$ cat src/hw/iab_pkg.sv
// Purpose: constants for the two-wire address, baud and buffer block
// Assumes: one 250 MHz clock, AXI4-Lite register access, 32-bit data
// Notes: register offsets are byte addresses, one aligned word each
package iab_pkg;
  // register byte offsets
  localparam logic [31:0] OFF_STATUS = 32'h0000_0000;
  localparam logic [31:0] OFF_CTRL1 = 32'h0000_0004;
  localparam logic [31:0] OFF_CTRL2 = 32'h0000_0008;
  localparam logic [31:0] OFF_CTRL3 = 32'h0000_000C;
  localparam logic [31:0] OFF_MASK = 32'h0000_0010;
  localparam logic [31:0] OFF_ADD = 32'h0000_0014;
  localparam logic [31:0] OFF_BUF = 32'h0000_0018;
  localparam logic [31:0] OFF_THR = 32'h0000_001C;
  // reset values
  localparam logic [7:0] CTRL_RST = 8'h00;
  localparam logic [7:0] MASK_RST = 8'hFF;
  localparam logic [7:0] ADD_RST = 8'h00;
  localparam logic [7:0] THR_RST = 8'h00;
  // control one fields
  localparam int CTRL1_OV_BIT = 6;
  localparam int CTRL1_EN_BIT = 5;
  localparam int CTRL1_MODE_LSB = 0;
  localparam logic [3:0] MODE_CLIENT7 = 4'h6;
  localparam logic [3:0] MODE_CLIENT10 = 4'h7;
  localparam logic [3:0] MODE_HOST = 4'h8;
  // control two field: clock stretch enable in client mode
  localparam int CTRL2_STRETCH_BIT = 0;
  // status fields
  localparam int ST_BF_BIT = 0;
  localparam int ST_UA_BIT = 1;
  localparam int ST_RW_BIT = 2;
  localparam int ST_START_BIT = 3;
  localparam int ST_STOP_BIT = 4;
  localparam int ST_DA_BIT = 5;
  // address matching
  localparam logic [4:0] ADDR10_HI_PATTERN = 5'h1E;
  localparam logic [7:0] ADD_MIN = 8'h03;
  // data path
  localparam int FIFO_WIDTH = 8;
  localparam int FIFO_DEPTH = 16;
  // bus answers
  localparam logic [1:0] RESP_OKAY = 2'h0;
  localparam logic [1:0] RESP_SLVERR = 2'h2;
  typedef enum logic [2:0] {
    IAB_IDLE, IAB_ADDR, IAB_ADDR_LO, IAB_DATA, IAB_IGNORE
  } iab_state_t;
endpackage

$ cat src/hw/iab_addr_match.sv
// Purpose: compares a received address byte with the own address
// Assumes: purely combinational, fed from the receiver shift register
// Notes: a mask bit of zero removes that bit from every compare except the fixed-pattern check of bits 7:3 in match_hi
`timescale 1ns/1ns
module iab_addr_match
  import iab_pkg::*;
(
  // received byte and settings
  input wire logic [7:0] rx_byte,
  input wire logic [7:0] own_addr,
  input wire logic [7:0] mask,
  // results
  output logic match7,
  output logic match_hi,
  output logic match_lo
);
  logic [7:0] diff;
  assign diff = (rx_byte ^ own_addr) & mask;
  // bit 0 is the direction bit in 7-bit mode
  assign match7 = (diff[7:1] == 7'h00);
  // upper five bits checked against the fixed pattern, not the register
  assign match_hi = (rx_byte[7:3] == ADDR10_HI_PATTERN)
    && (diff[2:1] == 2'h0);
  assign match_lo = (diff == 8'h00);
endmodule

$ cat src/hw/iab_fifo.sv
// Purpose: byte queue between the serial receiver and the buffer register
// Assumes: single clock, synchronous active-low reset
// Notes: flip-flop storage; DEPTH must be a power of two
`timescale 1ns/1ns
module iab_fifo #(
  parameter int WIDTH = 8,
  parameter int DEPTH = 16
) (
  // clock and reset
  input wire logic aclk,
  input wire logic aresetn,
  // fill side
  input wire logic in_valid,
  output logic in_ready,
  input wire logic [WIDTH-1:0] in_data,
  // drain side
  output logic out_valid,
  input wire logic out_ready,
  output logic [WIDTH-1:0] out_data
);
  localparam int AW = $clog2(DEPTH);
  logic [WIDTH-1:0] mem_reg [DEPTH];
  logic [AW-1:0] wr_ptr_reg;
  logic [AW-1:0] rd_ptr_reg;
  logic [AW:0] count_reg;
  logic push;
  logic pop;

  assign in_ready = (count_reg != (AW+1)'(DEPTH));
  assign out_valid = (count_reg != '0);
  assign out_data = mem_reg[rd_ptr_reg];
  assign push = in_valid && in_ready;
  assign pop = out_valid && out_ready;

  always_ff @(posedge aclk) begin
    if (push) begin
      mem_reg[wr_ptr_reg] <= in_data;
    end
  end

  always_ff @(posedge aclk) begin
    if (!aresetn) begin
      wr_ptr_reg <= '0;
      rd_ptr_reg <= '0;
      count_reg <= '0;
    end else begin
      if (push) begin
        wr_ptr_reg <= wr_ptr_reg + 1'b1;
      end
      if (pop) begin
        rd_ptr_reg <= rd_ptr_reg + 1'b1;
      end
      if (push && !pop) begin
        count_reg <= count_reg + 1'b1;
      end else if (pop && !push) begin
        count_reg <= count_reg - 1'b1;
      end
    end
  end
endmodule

$ cat src/hw/iab_top.sv
// Purpose: two-wire port address/baud register, transfer buffer and client receiver
// Assumes: SCL and SDA arrive asynchronously; open-drain pins resolved outside
// Notes: host mode generates the serial clock only; client mode receives writes
//
// Chosen here: the register offsets and the AXI4-Lite slave port.
`timescale 1ns/1ns
module iab_top
  import iab_pkg::*;
(
  // clock and reset
  input wire logic aclk,
  input wire logic aresetn,
  // axi4-lite write address
  input wire logic [31:0] s_axi_awaddr,
  input wire logic s_axi_awvalid,
  output logic s_axi_awready,
  // axi4-lite write data
  input wire logic [31:0] s_axi_wdata,
  input wire logic [3:0] s_axi_wstrb,
  input wire logic s_axi_wvalid,
  output logic s_axi_wready,
  // axi4-lite write response
  output logic [1:0] s_axi_bresp,
  output logic s_axi_bvalid,
  input wire logic s_axi_bready,
  // axi4-lite read address
  input wire logic [31:0] s_axi_araddr,
  input wire logic s_axi_arvalid,
  output logic s_axi_arready,
  // axi4-lite read data
  output logic [31:0] s_axi_rdata,
  output logic [1:0] s_axi_rresp,
  output logic s_axi_rvalid,
  input wire logic s_axi_rready,
  // serial clock pin
  input wire logic scl_i,
  output logic scl_o,
  output logic scl_oe,
  // serial data pin
  input wire logic sda_i,
  output logic sda_o,
  output logic sda_oe,
  // pad threshold selects
  output logic [7:0] input_threshold_select
);
  // registers
  logic [7:0] ctrl1_reg;
  logic [7:0] ctrl2_reg;
  logic [7:0] ctrl3_reg;
  logic [7:0] mask_reg;
  logic [7:0] add_reg;
  logic [7:0] thr_reg;
  logic [7:0] buf_reg;
  logic bf_reg;
  logic ua_reg;
  logic rw_reg;
  logic da_reg;
  logic start_reg;
  logic stop_reg;
  // bus slave state
  logic aw_hold_reg;
  logic w_hold_reg;
  logic [31:0] aw_addr_reg;
  logic [31:0] w_data_reg;
  logic w_strb0_reg;
  logic do_write;
  logic wr_ok;
  logic [7:0] rd_val;
  logic rd_ok;
  logic ar_take;
  // pin side
  logic [1:0] scl_sync_reg;
  logic [1:0] sda_sync_reg;
  logic scl_d_reg;
  logic sda_d_reg;
  logic scl_rise;
  logic scl_fall;
  logic start_det;
  logic stop_det;
  // receiver
  iab_state_t state_reg;
  logic [3:0] bit_cnt_reg;
  logic [6:0] shift_reg;
  logic [7:0] rx_byte;
  logic byte_done;
  logic ack_pend_reg;
  logic push_pend_reg;
  logic [7:0] push_data_reg;
  logic stretch_reg;
  logic match7;
  logic match_hi;
  logic match_lo;
  // host clock
  logic [7:0] div_cnt_reg;
  logic [1:0] quarter_reg;
  // modes
  logic enabled;
  logic mode7;
  logic mode10;
  logic client_on;
  logic host_run;
  logic stretch_en;
  // buffer queue
  logic fifo_in_ready;
  logic fifo_out_valid;
  logic [7:0] fifo_out_data;
  logic fifo_pop;

  assign enabled = ctrl1_reg[CTRL1_EN_BIT];
  assign mode7 = (ctrl1_reg[CTRL1_MODE_LSB +: 4] == MODE_CLIENT7);
  assign mode10 = (ctrl1_reg[CTRL1_MODE_LSB +: 4] == MODE_CLIENT10);
  assign client_on = enabled && (mode7 || mode10);
  // divider values below three are unsupported, so no clock is made
  assign host_run = enabled && (ctrl1_reg[CTRL1_MODE_LSB +: 4] == MODE_HOST)
    && (add_reg >= ADD_MIN);
  assign stretch_en = ctrl2_reg[CTRL2_STRETCH_BIT];

  // bus write side: address and data taken in either order
  assign do_write = aw_hold_reg && w_hold_reg && !s_axi_bvalid;
  assign wr_ok = (aw_addr_reg == OFF_STATUS) || (aw_addr_reg == OFF_CTRL1)
    || (aw_addr_reg == OFF_CTRL2) || (aw_addr_reg == OFF_CTRL3)
    || (aw_addr_reg == OFF_MASK) || (aw_addr_reg == OFF_ADD)
    || (aw_addr_reg == OFF_BUF) || (aw_addr_reg == OFF_THR);

  always_ff @(posedge aclk) begin
    if (!aresetn) begin
      aw_hold_reg <= 1'b0;
      w_hold_reg <= 1'b0;
      aw_addr_reg <= 32'h0000_0000;
      w_data_reg <= 32'h0000_0000;
      w_strb0_reg <= 1'b0;
      s_axi_awready <= 1'b1;
      s_axi_wready <= 1'b1;
      s_axi_bvalid <= 1'b0;
      s_axi_bresp <= RESP_OKAY;
    end else begin
      if (s_axi_awvalid && s_axi_awready) begin
        aw_hold_reg <= 1'b1;
        aw_addr_reg <= s_axi_awaddr;
        s_axi_awready <= 1'b0;
      end
      if (s_axi_wvalid && s_axi_wready) begin
        w_hold_reg <= 1'b1;
        w_data_reg <= s_axi_wdata;
        w_strb0_reg <= s_axi_wstrb[0];
        s_axi_wready <= 1'b0;
      end
      if (do_write) begin
        s_axi_bvalid <= 1'b1;
        s_axi_bresp <= wr_ok ? RESP_OKAY : RESP_SLVERR;
      end else if (s_axi_bvalid && s_axi_bready) begin
        s_axi_bvalid <= 1'b0;
        aw_hold_reg <= 1'b0;
        w_hold_reg <= 1'b0;
        s_axi_awready <= 1'b1;
        s_axi_wready <= 1'b1;
      end
    end
  end

  // bus read side
  assign ar_take = s_axi_arvalid && s_axi_arready;

  always_comb begin
    rd_val = 8'h00;
    rd_ok = 1'b1;
    if (s_axi_araddr == OFF_STATUS) begin
      rd_val[ST_BF_BIT] = bf_reg;
      rd_val[ST_UA_BIT] = ua_reg;
      rd_val[ST_RW_BIT] = rw_reg;
      rd_val[ST_START_BIT] = start_reg;
      rd_val[ST_STOP_BIT] = stop_reg;
      rd_val[ST_DA_BIT] = da_reg;
    end else if (s_axi_araddr == OFF_CTRL1) begin
      rd_val = ctrl1_reg;
    end else if (s_axi_araddr == OFF_CTRL2) begin
      rd_val = ctrl2_reg;
    end else if (s_axi_araddr == OFF_CTRL3) begin
      rd_val = ctrl3_reg;
    end else if (s_axi_araddr == OFF_MASK) begin
      rd_val = mask_reg;
    end else if (s_axi_araddr == OFF_ADD) begin
      rd_val = add_reg;
    end else if (s_axi_araddr == OFF_BUF) begin
      rd_val = buf_reg;
    end else if (s_axi_araddr == OFF_THR) begin
      rd_val = thr_reg;
    end else begin
      rd_ok = 1'b0;
    end
  end

  always_ff @(posedge aclk) begin
    if (!aresetn) begin
      s_axi_arready <= 1'b1;
      s_axi_rvalid <= 1'b0;
      s_axi_rdata <= 32'h0000_0000;
      s_axi_rresp <= RESP_OKAY;
    end else if (ar_take) begin
      s_axi_arready <= 1'b0;
      s_axi_rvalid <= 1'b1;
      s_axi_rdata <= {24'h00_0000, rd_val};
      s_axi_rresp <= rd_ok ? RESP_OKAY : RESP_SLVERR;
    end else if (s_axi_rvalid && s_axi_rready) begin
      s_axi_arready <= 1'b1;
      s_axi_rvalid <= 1'b0;
    end
  end

  // software registers; the overflow flag is set by hardware, set wins
  always_ff @(posedge aclk) begin
    if (!aresetn) begin
      ctrl1_reg <= CTRL_RST;
      ctrl2_reg <= CTRL_RST;
      ctrl3_reg <= CTRL_RST;
      mask_reg <= MASK_RST;
      add_reg <= ADD_RST;
      thr_reg <= THR_RST;
    end else begin
      if (do_write && w_strb0_reg) begin
        if (aw_addr_reg == OFF_CTRL1) begin
          ctrl1_reg <= w_data_reg[7:0];
        end else if (aw_addr_reg == OFF_CTRL2) begin
          ctrl2_reg <= w_data_reg[7:0];
        end else if (aw_addr_reg == OFF_CTRL3) begin
          ctrl3_reg <= w_data_reg[7:0];
        end else if (aw_addr_reg == OFF_MASK) begin
          mask_reg <= w_data_reg[7:0];
        end else if (aw_addr_reg == OFF_ADD) begin
          add_reg <= w_data_reg[7:0];
        end else if (aw_addr_reg == OFF_THR) begin
          thr_reg <= w_data_reg[7:0];
        end
      end
      if (byte_done && state_reg == IAB_DATA && push_pend_reg) begin
        ctrl1_reg[CTRL1_OV_BIT] <= 1'b1;
      end
    end
  end

  // pad thresholds are forced while the pins belong to the serial port
  always_ff @(posedge aclk) begin
    if (!aresetn) begin
      input_threshold_select <= THR_RST;
    end else begin
      input_threshold_select <= (client_on || host_run) ? 8'h00 : thr_reg;
    end
  end

  // transfer buffer keeps its content over reset; only the full flag resets
  assign fifo_pop = fifo_out_valid && !bf_reg;

  always_ff @(posedge aclk) begin
    if (fifo_pop) begin
      buf_reg <= fifo_out_data;
    end else if (do_write && w_strb0_reg && aw_addr_reg == OFF_BUF) begin
      buf_reg <= w_data_reg[7:0];
    end
  end

  always_ff @(posedge aclk) begin
    if (!aresetn) begin
      bf_reg <= 1'b0;
    end else if (fifo_pop) begin
      bf_reg <= 1'b1;
    end else if (ar_take && s_axi_araddr == OFF_BUF) begin
      bf_reg <= 1'b0;
    end
  end

  // pin synchronisers, then edge and condition detection
  always_ff @(posedge aclk) begin
    if (!aresetn) begin
      scl_sync_reg <= 2'h3;
      sda_sync_reg <= 2'h3;
      scl_d_reg <= 1'b1;
      sda_d_reg <= 1'b1;
    end else begin
      scl_sync_reg <= {scl_sync_reg[0], scl_i};
      sda_sync_reg <= {sda_sync_reg[0], sda_i};
      scl_d_reg <= scl_sync_reg[1];
      sda_d_reg <= sda_sync_reg[1];
    end
  end

  assign scl_rise = scl_sync_reg[1] && !scl_d_reg;
  assign scl_fall = !scl_sync_reg[1] && scl_d_reg;
  assign start_det = scl_sync_reg[1] && scl_d_reg && sda_d_reg && !sda_sync_reg[1];
  assign stop_det = scl_sync_reg[1] && scl_d_reg && !sda_d_reg && sda_sync_reg[1];
  assign rx_byte = {shift_reg, sda_sync_reg[1]};
  assign byte_done = scl_rise && (bit_cnt_reg == 4'h7) && (state_reg != IAB_IDLE);

  iab_addr_match u_match (
    .rx_byte(rx_byte),
    .own_addr(add_reg),
    .mask(mask_reg),
    .match7(match7),
    .match_hi(match_hi),
    .match_lo(match_lo)
  );

  // client receiver: address phases, then data bytes into the queue
  always_ff @(posedge aclk) begin
    if (!aresetn || !client_on) begin
      state_reg <= IAB_IDLE;
      bit_cnt_reg <= 4'h0;
      shift_reg <= 7'h00;
      ack_pend_reg <= 1'b0;
      rw_reg <= 1'b0;
      da_reg <= 1'b0;
    end else if (start_det) begin
      state_reg <= IAB_ADDR;
      bit_cnt_reg <= 4'h0;
      ack_pend_reg <= 1'b0;
      da_reg <= 1'b0;
    end else if (stop_det) begin
      state_reg <= IAB_IDLE;
      ack_pend_reg <= 1'b0;
    end else if (scl_rise && state_reg != IAB_IDLE) begin
      if (bit_cnt_reg == 4'h8) begin
        bit_cnt_reg <= 4'h0;
        ack_pend_reg <= 1'b0;
      end else begin
        shift_reg <= rx_byte[6:0];
        bit_cnt_reg <= bit_cnt_reg + 4'h1;
      end
      if (byte_done) begin
        case (state_reg)
          IAB_ADDR: begin
            if (mode10 && match_hi && !rx_byte[0]) begin
              state_reg <= IAB_ADDR_LO;
              ack_pend_reg <= 1'b1;
            end else if (mode7 && match7) begin
              rw_reg <= rx_byte[0];
              // reads are acknowledged but not served by this receiver
              state_reg <= rx_byte[0] ? IAB_IGNORE : IAB_DATA;
              ack_pend_reg <= 1'b1;
            end else begin
              state_reg <= IAB_IGNORE;
            end
          end
          IAB_ADDR_LO: begin
            if (match_lo) begin
              rw_reg <= 1'b0;
              state_reg <= IAB_DATA;
              ack_pend_reg <= 1'b1;
            end else begin
              state_reg <= IAB_IGNORE;
            end
          end
          IAB_DATA: begin
            da_reg <= 1'b1;
            ack_pend_reg <= !push_pend_reg;
          end
          default: begin
            state_reg <= state_reg;
          end
        endcase
      end
    end
  end

  // bus condition flags and the update-address flag
  always_ff @(posedge aclk) begin
    if (!aresetn) begin
      start_reg <= 1'b0;
      stop_reg <= 1'b0;
      ua_reg <= 1'b0;
    end else begin
      if (start_det) begin
        start_reg <= 1'b1;
        stop_reg <= 1'b0;
      end else if (stop_det) begin
        start_reg <= 1'b0;
        stop_reg <= 1'b1;
      end
      // high byte matched: software now loads the low address byte
      if (byte_done && state_reg == IAB_ADDR && mode10 && match_hi) begin
        ua_reg <= 1'b1;
      end else if (do_write && aw_addr_reg == OFF_ADD) begin
        ua_reg <= 1'b0;
      end
    end
  end

  // one-byte holding stage ahead of the queue; a byte arriving on a full
  // stage is dropped and flagged as overflow
  always_ff @(posedge aclk) begin
    if (!aresetn) begin
      push_pend_reg <= 1'b0;
      push_data_reg <= 8'h00;
    end else if (byte_done && client_on && state_reg == IAB_DATA && !push_pend_reg) begin
      push_pend_reg <= 1'b1;
      push_data_reg <= rx_byte;
    end else if (push_pend_reg && fifo_in_ready) begin
      push_pend_reg <= 1'b0;
    end
  end

  iab_fifo #(
    .WIDTH(FIFO_WIDTH),
    .DEPTH(FIFO_DEPTH)
  ) u_fifo (
    .aclk(aclk),
    .aresetn(aresetn),
    .in_valid(push_pend_reg),
    .in_ready(fifo_in_ready),
    .in_data(push_data_reg),
    .out_valid(fifo_out_valid),
    .out_ready(!bf_reg),
    .out_data(fifo_out_data)
  );

  // host clock: four quarters of (divider+1) cycles each
  always_ff @(posedge aclk) begin
    if (!aresetn || !host_run) begin
      div_cnt_reg <= 8'h00;
      quarter_reg <= 2'h0;
    end else if (div_cnt_reg == add_reg) begin
      div_cnt_reg <= 8'h00;
      quarter_reg <= quarter_reg + 2'h1;
    end else begin
      div_cnt_reg <= div_cnt_reg + 8'h01;
    end
  end

  // stretch only starts on a low phase so a high pulse is never cut short
  always_ff @(posedge aclk) begin
    if (!aresetn || !client_on) begin
      stretch_reg <= 1'b0;
    end else if (scl_fall && push_pend_reg && stretch_en) begin
      stretch_reg <= 1'b1;
    end else if (!push_pend_reg) begin
      stretch_reg <= 1'b0;
    end
  end

  // open-drain pins: only ever pull low
  always_ff @(posedge aclk) begin
    if (!aresetn) begin
      scl_o <= 1'b0;
      sda_o <= 1'b0;
      scl_oe <= 1'b0;
      sda_oe <= 1'b0;
    end else begin
      scl_o <= 1'b0;
      sda_o <= 1'b0;
      scl_oe <= host_run ? !quarter_reg[1] : stretch_reg;
      if (!client_on || stop_det || start_det) begin
        sda_oe <= 1'b0;
      end else if (scl_fall && bit_cnt_reg == 4'h8 && ack_pend_reg) begin
        sda_oe <= 1'b1;
      end else if (scl_fall && bit_cnt_reg == 4'h0) begin
        sda_oe <= 1'b0;
      end
    end
  end

  // checks
  logic [9:0] hi_cnt_reg;
  logic hi_seen_reg;
  always_ff @(posedge aclk) begin
    if (!aresetn || !host_run) begin
      hi_cnt_reg <= 10'h000;
      hi_seen_reg <= 1'b0;
    end else if (scl_oe) begin
      hi_cnt_reg <= 10'h000;
      hi_seen_reg <= hi_seen_reg || (hi_cnt_reg != 10'h000);
    end else begin
      hi_cnt_reg <= hi_cnt_reg + 10'h001;
    end
  end

  a_scl_high_phase: assert property (@(posedge aclk) disable iff (!aresetn)
    $rose(scl_oe) && host_run && $past(host_run) && hi_seen_reg && $stable(add_reg)
    |-> hi_cnt_reg == {1'b0, add_reg, 1'b0} + 10'h002)
    else $error("host clock high phase is not two divider periods");
  a_hi_pattern: assert property (@(posedge aclk) disable iff (!aresetn)
    byte_done && client_on && mode10 && state_reg == IAB_ADDR
    && rx_byte[7:3] != ADDR10_HI_PATTERN |=> state_reg == IAB_IGNORE)
    else $error("10-bit high byte accepted without fixed pattern");
  a_hi_bits: assert property (@(posedge aclk) disable iff (!aresetn)
    byte_done && client_on && mode10 && state_reg == IAB_ADDR && !rx_byte[0]
    && rx_byte[7:3] == ADDR10_HI_PATTERN && mask_reg[2:1] == 2'h3
    |=> (state_reg == IAB_ADDR_LO) == ($past(rx_byte[2:1]) == $past(add_reg[2:1])))
    else $error("10-bit high byte compare wrong");
  a_lo_byte: assert property (@(posedge aclk) disable iff (!aresetn)
    byte_done && client_on && state_reg == IAB_ADDR_LO && mask_reg == 8'hFF
    |=> (state_reg == IAB_DATA) == ($past(rx_byte) == $past(add_reg)))
    else $error("10-bit low byte compare wrong");
  a_addr7_ack: assert property (@(posedge aclk) disable iff (!aresetn)
    byte_done && client_on && mode7 && state_reg == IAB_ADDR && mask_reg[7:1] == 7'h7F
    && rx_byte[7:1] == add_reg[7:1] |=> ack_pend_reg ##0 rw_reg == $past(rx_byte[0]))
    else $error("7-bit address match not acknowledged");
  a_buf_write: assert property (@(posedge aclk) disable iff (!aresetn)
    do_write && w_strb0_reg && aw_addr_reg == OFF_BUF && !fifo_pop
    |=> buf_reg == $past(w_data_reg[7:0]))
    else $error("buffer write lost");
  a_thr_forced: assert property (@(posedge aclk) disable iff (!aresetn)
    (client_on || host_run) |=> input_threshold_select == 8'h00)
    else $error("threshold selects not ignored in two-wire use");
  a_mask_miss: assert property (@(posedge aclk) disable iff (!aresetn)
    byte_done && client_on && mode7 && state_reg == IAB_ADDR
    && ((rx_byte ^ add_reg) & mask_reg & 8'hFE) != 8'h00 |=> state_reg == IAB_IGNORE)
    else $error("unmasked address mismatch accepted");
  a_add_reset: assert property (@(posedge aclk)
    $rose(aresetn) |-> add_reg == 8'h00)
    else $error("address register not cleared by reset");
endmodule

$ cat config.mk
export PLATFORM = sky130hd
export DESIGN_NAME = iab_top
export DESIGN_NICKNAME = d
export VERILOG_FILES = /design/src/hw/iab_pkg.sv /design/src/hw/iab_addr_match.sv /design/src/hw/iab_fifo.sv /design/src/hw/iab_top.sv
export SDC_FILE = /design/constraint.sdc
export NUM_CORES = 1
export LEC_CHECK = 0
export BUFFER_PORTS_ARGS = -buffer_cell sky130_fd_sc_hd__buf_2
export CORE_MARGIN = 3
export CORE_UTILIZATION = 40
export CTS_CLUSTER_DIAMETER = 100
export DETAILED_ROUTE_END_ITERATION = 16
export PLACE_DENSITY_LB_ADDON = 0.05
export SLEW_MARGIN = 0
export SYNTH_ARGS = -nofsm -noshare
export SYNTH_HDL_FRONTEND = slang
export SYNTH_HIERARCHICAL = 1
export SYNTH_SLANG_ARGS = --single-unit
export TNS_END_PERCENT = 1
$ cat constraint.sdc
create_clock -name aclk -period 2.2 [get_ports aclk]
set_input_delay 0.22 -clock aclk [delete_from_list [all_inputs] [get_ports aclk]]
set_output_delay 0.22 -clock aclk [all_outputs]
set_load 0.005 [all_outputs]
==> flow_summary_export.csv <==
group,metric,value,unit
outcome,status,"complete, no violations",
global_route,number_of_antenna_violations_at_the_first_check_in_global_routing,0,
final_layout,layout-drive-gt1-share,0.241,
sta,post_layout_minimum_cycle_time,2.20,ns
floorplan,ios,162,
place,gp_routability_congestion,0.829,
final_layout,largest_register_ffs,128,
min_path,number_of_cells_on_the_worst_hold_path,3,
final_layout,syn_to_final_growth,23.7,%
synthesis,yosys_warnings,6,
final_layout,final_nets,1552,
place,place_area,15200,sq um
sta,final.setup_skew,0.0144,ns
job,max_cap_viols,0,
synthesis,synth.largest_area_cell,"sky130_fd_sc_hd__edfxtp_1",
route,route.detailed.drc,0,
critical_path,worst-r2r-setup-slack,0.002,ns
route,antenna_violating_nets_post_route,0,
power_and_ir_drop,p_int,0.0115,W
floorplan,row_count,67,
route,route.detailed.vias_per_inst,5.10,
route,routed_wire_length_per_instance,18.3,um
clock_tree,cts.clk_slew.worst_paths,0.06,ns
sta,slew_headroom,0.482,
route,first_iter_violations,657,
critical_path,critical_path_required,2.65,ns
sta,post-route-worst-setup-slack,0.00248,ns
clock_tree,cts_buffer_depth,3,
critical_path,worst-endpoint-arrival,2.65,ns
global_route,most_crowded_layer_after_global_routing,"met2",
global_route,fraction_of_met2_tracks_used_by_global_routing,0.304,
clock_tree,cts_root_buf,"sky130_fd_sc_hd__clkbuf_16",
synthesis,synth_flop_cell,"sky130_fd_sc_hd__dfxtp_1",
floorplan,design.core.area,33800,sq um
global_route,global_route_wire_length_before_repair,54.5,mm
floorplan,floorplan.initialDensity,0.408,
power_and_ir_drop,power_frac_seq,0.426,
synthesis,synth_cell_types,83,
synthesis,postSynthRegisterBits,316,
synthesis,synth-edff-count,136,
critical_path,r2r-start,"u_fifo/count_reg[1]",
global_route,gr-total-overflow,0,
clock_tree,clock_network_latency_to_the_later_pin_of_the_worst_skew_pair,0.52,ns
clock_tree,cts.sinks,316,
global_route,globalRouteMet1Util,0.284,
floorplan,die_w,192,um
min_path,min_to,"s_axi_awready",
power_and_ir_drop,power_frac_clock,0.405,
sta,timing.final.hold_violations,0,
route,dr_total_vias,9718,
synthesis,synth_most_common_cell,"sky130_fd_sc_hd__dfxtp_1",
sta,layout_worst_path_cycle_share,0.999,
synthesis,async_reset_ff_frac,0,
min_path,worstHoldPathType,"input port to flop",
power_and_ir_drop,worst_ir_drop_vdd,0.516,mV
global_route,first_global_vias,9383,
power_and_ir_drop,overall_power,0.0154,W
global_route,grtUsageMet3,0.0285,
global_route,grt_use_total,0.193,
place,hpwl,24.6,mm
route,routed_wl,35.0,mm
synthesis,netlist_instances,1216,
power_and_ir_drop,power.switching,0.00388,W
final_layout,postLayoutCellArea,17100,sq um
floorplan,die_area,36700,sq um
place,detailedPlace.worstSlack,-0.0931,ns
power_and_ir_drop,power_density,902,nW/um^2
clock_tree,cts_htree_levels,2,
power_and_ir_drop,sw_frac_of_total,0.252,
synthesis,synth.top_cells.by_area,"sky130_fd_sc_hd__edfxtp_1, sky130_fd_sc_hd__dfxtp_1, sky130_fd_sc_hd__mux4_2",
critical_path,crit_path_max_fanout,5,
synthesis,syn-mean-instance-area,11.3,sq um
clock_tree,cts_tree,"done",
sta,setup_repair_after_global_routing_missed_its_margin,"true",
synthesis,synth_commonest_cells,"sky130_fd_sc_hd__dfxtp_1, sky130_fd_sc_hd__nand2_1, sky130_fd_sc_hd__edfxtp_1, sky130_fd_sc_hd__nor2_1, sky130_fd_sc_hd__a21oi_1",
critical_path,reg2reg_depth,9,
synthesis,synthesis.area,13800,sq um
power_and_ir_drop,static-leakage-power,6.57,nW
sta,worst_pin_slew,0.776,ns
critical_path,rr_endpoint,"u_fifo/count_reg[4]",
place,port_buffers,106,
sta,fin_hold_ws,0.0179,ns
route,drt_first_pass_iters,5,
synthesis,synth_top_cell_area_share,0.296,
floorplan,die_height,192,um
sta,clock.fmax,455,MHz
critical_path,worstSetupPathType,"flop to flop",
synthesis,yosysSeqAreaShare,0.558,
min_path,hold_path.startpoint,"s_axi_bready",
sta,drv_slew,0,
clock_tree,numCtsBuffers,37,
critical_path,worstSetupStartpointType,"flop",
global_route,grt_max_degree,54,
power_and_ir_drop,proportion_of_power_drawn_by_combinational_gates,0.169,
critical_path,setup.worst_path.end_class,"flop",
sta,setup-violations-final,0,
[per-layer routing]
metal / vias up / wire (um) / share of wire
li1: 4791 / - / -
met1: 4703 / 16800 / 0.48
met2: 189 / 16300 / 0.47
met3: 35 / 1400 / 0.040
met4: 0 / 452 / 0.013
met5: - / 0 / 0
[power groups by stage]
stage / logic (W) / clock network, W / registers [W]
floorplan: 0.00176 / 0 / 0.00660
global placement: 0.00254 / 0 / 0.00667
detailed placement: 0.00255 / 0 / 0.00668
CTS: 0.00262 / 0.00641 / 0.00656
global route: 0.00286 / 0.00665 / 0.00658
finish: 0.00260 / 0.00622 / 0.00655
[placed cells by master, fill, tap and decap left out, types with 6 or more instances in the layout]
cell type	count
sky130_fd_sc_hd__clkinv_2	6
sky130_fd_sc_hd__a22oi_1	21
sky130_fd_sc_hd__o22ai_1	6
sky130_fd_sc_hd__inv_1	20
sky130_fd_sc_hd__and3_1	8
sky130_fd_sc_hd__edfxtp_1	136
sky130_fd_sc_hd__dfxtp_1	175
sky130_fd_sc_hd__buf_4	81
sky130_fd_sc_hd__nand2_1	158
sky130_fd_sc_hd__o21ai_0	37
sky130_fd_sc_hd__a21oi_1	70
sky130_fd_sc_hd__clkbuf_8	6
sky130_fd_sc_hd__nor2_1	83
sky130_fd_sc_hd__nor3_1	16
sky130_fd_sc_hd__buf_2	106
sky130_fd_sc_hd__mux4_2	33
sky130_fd_sc_hd__conb_1	28
sky130_fd_sc_hd__clkbuf_16	39
sky130_fd_sc_hd__nand3_1	33
sky130_fd_sc_hd__nand2b_1	20
sky130_fd_sc_hd__mux2i_1	59
sky130_fd_sc_hd__nor4_1	14
sky130_fd_sc_hd__xnor2_1	10
sky130_fd_sc_hd__nor4_4	8
sky130_fd_sc_hd__and2_1	34
sky130_fd_sc_hd__nor3b_1	6
sky130_fd_sc_hd__dlygate4sd3_1	46
sky130_fd_sc_hd__xor2_1	22
sky130_fd_sc_hd__mux2_2	13
sky130_fd_sc_hd__nor2b_1	11
sky130_fd_sc_hd__ha_1	10
[worst max-delay path by stage]
stage,cells after the start,end,start
finish,9,u_fifo/count_reg[4],u_fifo/count_reg[1]
global placement,9,state_reg[1],add_reg[2]
global route,8,u_fifo/count_reg[4],u_fifo/count_reg[0]
CTS,9,u_fifo/count_reg[4],u_fifo/count_reg[1]
detailed placement,9,state_reg[2],add_reg[2]
floorplan,9,u_fifo/count_reg[4],u_fifo/count_reg[2]
[through the flow]
| stage | utilization | instances | TNS, ns |
|---|---|---|---|
| final | 0.505 | 1907 | 0 |
| after floorplan | - | 1243 | -0.0769 |
| after detailed placement | 0.451 | 1790 | -0.225 |
| after global placement | 0.451 | 1790 | -0.277 |
| after global routing | 0.505 | 1906 | -0.508 |
| after CTS | 0.503 | 1904 | -0.00557 |
[critical path, stage by stage, from the launching register on]
cell and delay (ns):
sky130_fd_sc_hd__dfxtp_2 0.34, sky130_fd_sc_hd__or4_4 0.53, sky130_fd_sc_hd__o21ai_4 0.17, sky130_fd_sc_hd__ha_4 0.18
sky130_fd_sc_hd__inv_4 0.06, sky130_fd_sc_hd__ha_4 0.27, sky130_fd_sc_hd__nand3b_1 0.10, sky130_fd_sc_hd__a21o_1 0.18
sky130_fd_sc_hd__a21oi_2 0.13, sky130_fd_sc_hd__mux2i_1 0.18
[repair_timing]
item                                    4_1_cts  5_1_grt
cloned                                        0        0
endpoints found under the hold margin        47        0
endpoints found under the setup margin        4        7
pin swaps                                     3        6
resized for setup                             6       14
buffers inserted                              0        2
hold buffers                                 46        0
[layout make-up]
cell class,count,area (sq um)
fill,3067,16700
sequential,316,7690
multi-input combinational,811,5720
timing repair buffer,241,1730
clock buffer,49,1070
tap,448,561
clock inverter,19,186
inverter,22,85.1
antenna,1,2.50
[cell families after synthesis]
logic type	after synthesis	share of synthesized area
flip-flops	316	0.558
multiplexers	105	0.107
XOR/XNOR	32	0.0203
adder cells (fa/ha/maj)	14	0.0133
AND/OR/NAND/NOR	435	0.168
AO/OA/AOI/OAI	197	0.0911
other	1	0.000272
buffers and inverters	116	0.0421
(Power assumes the default switching activity.)
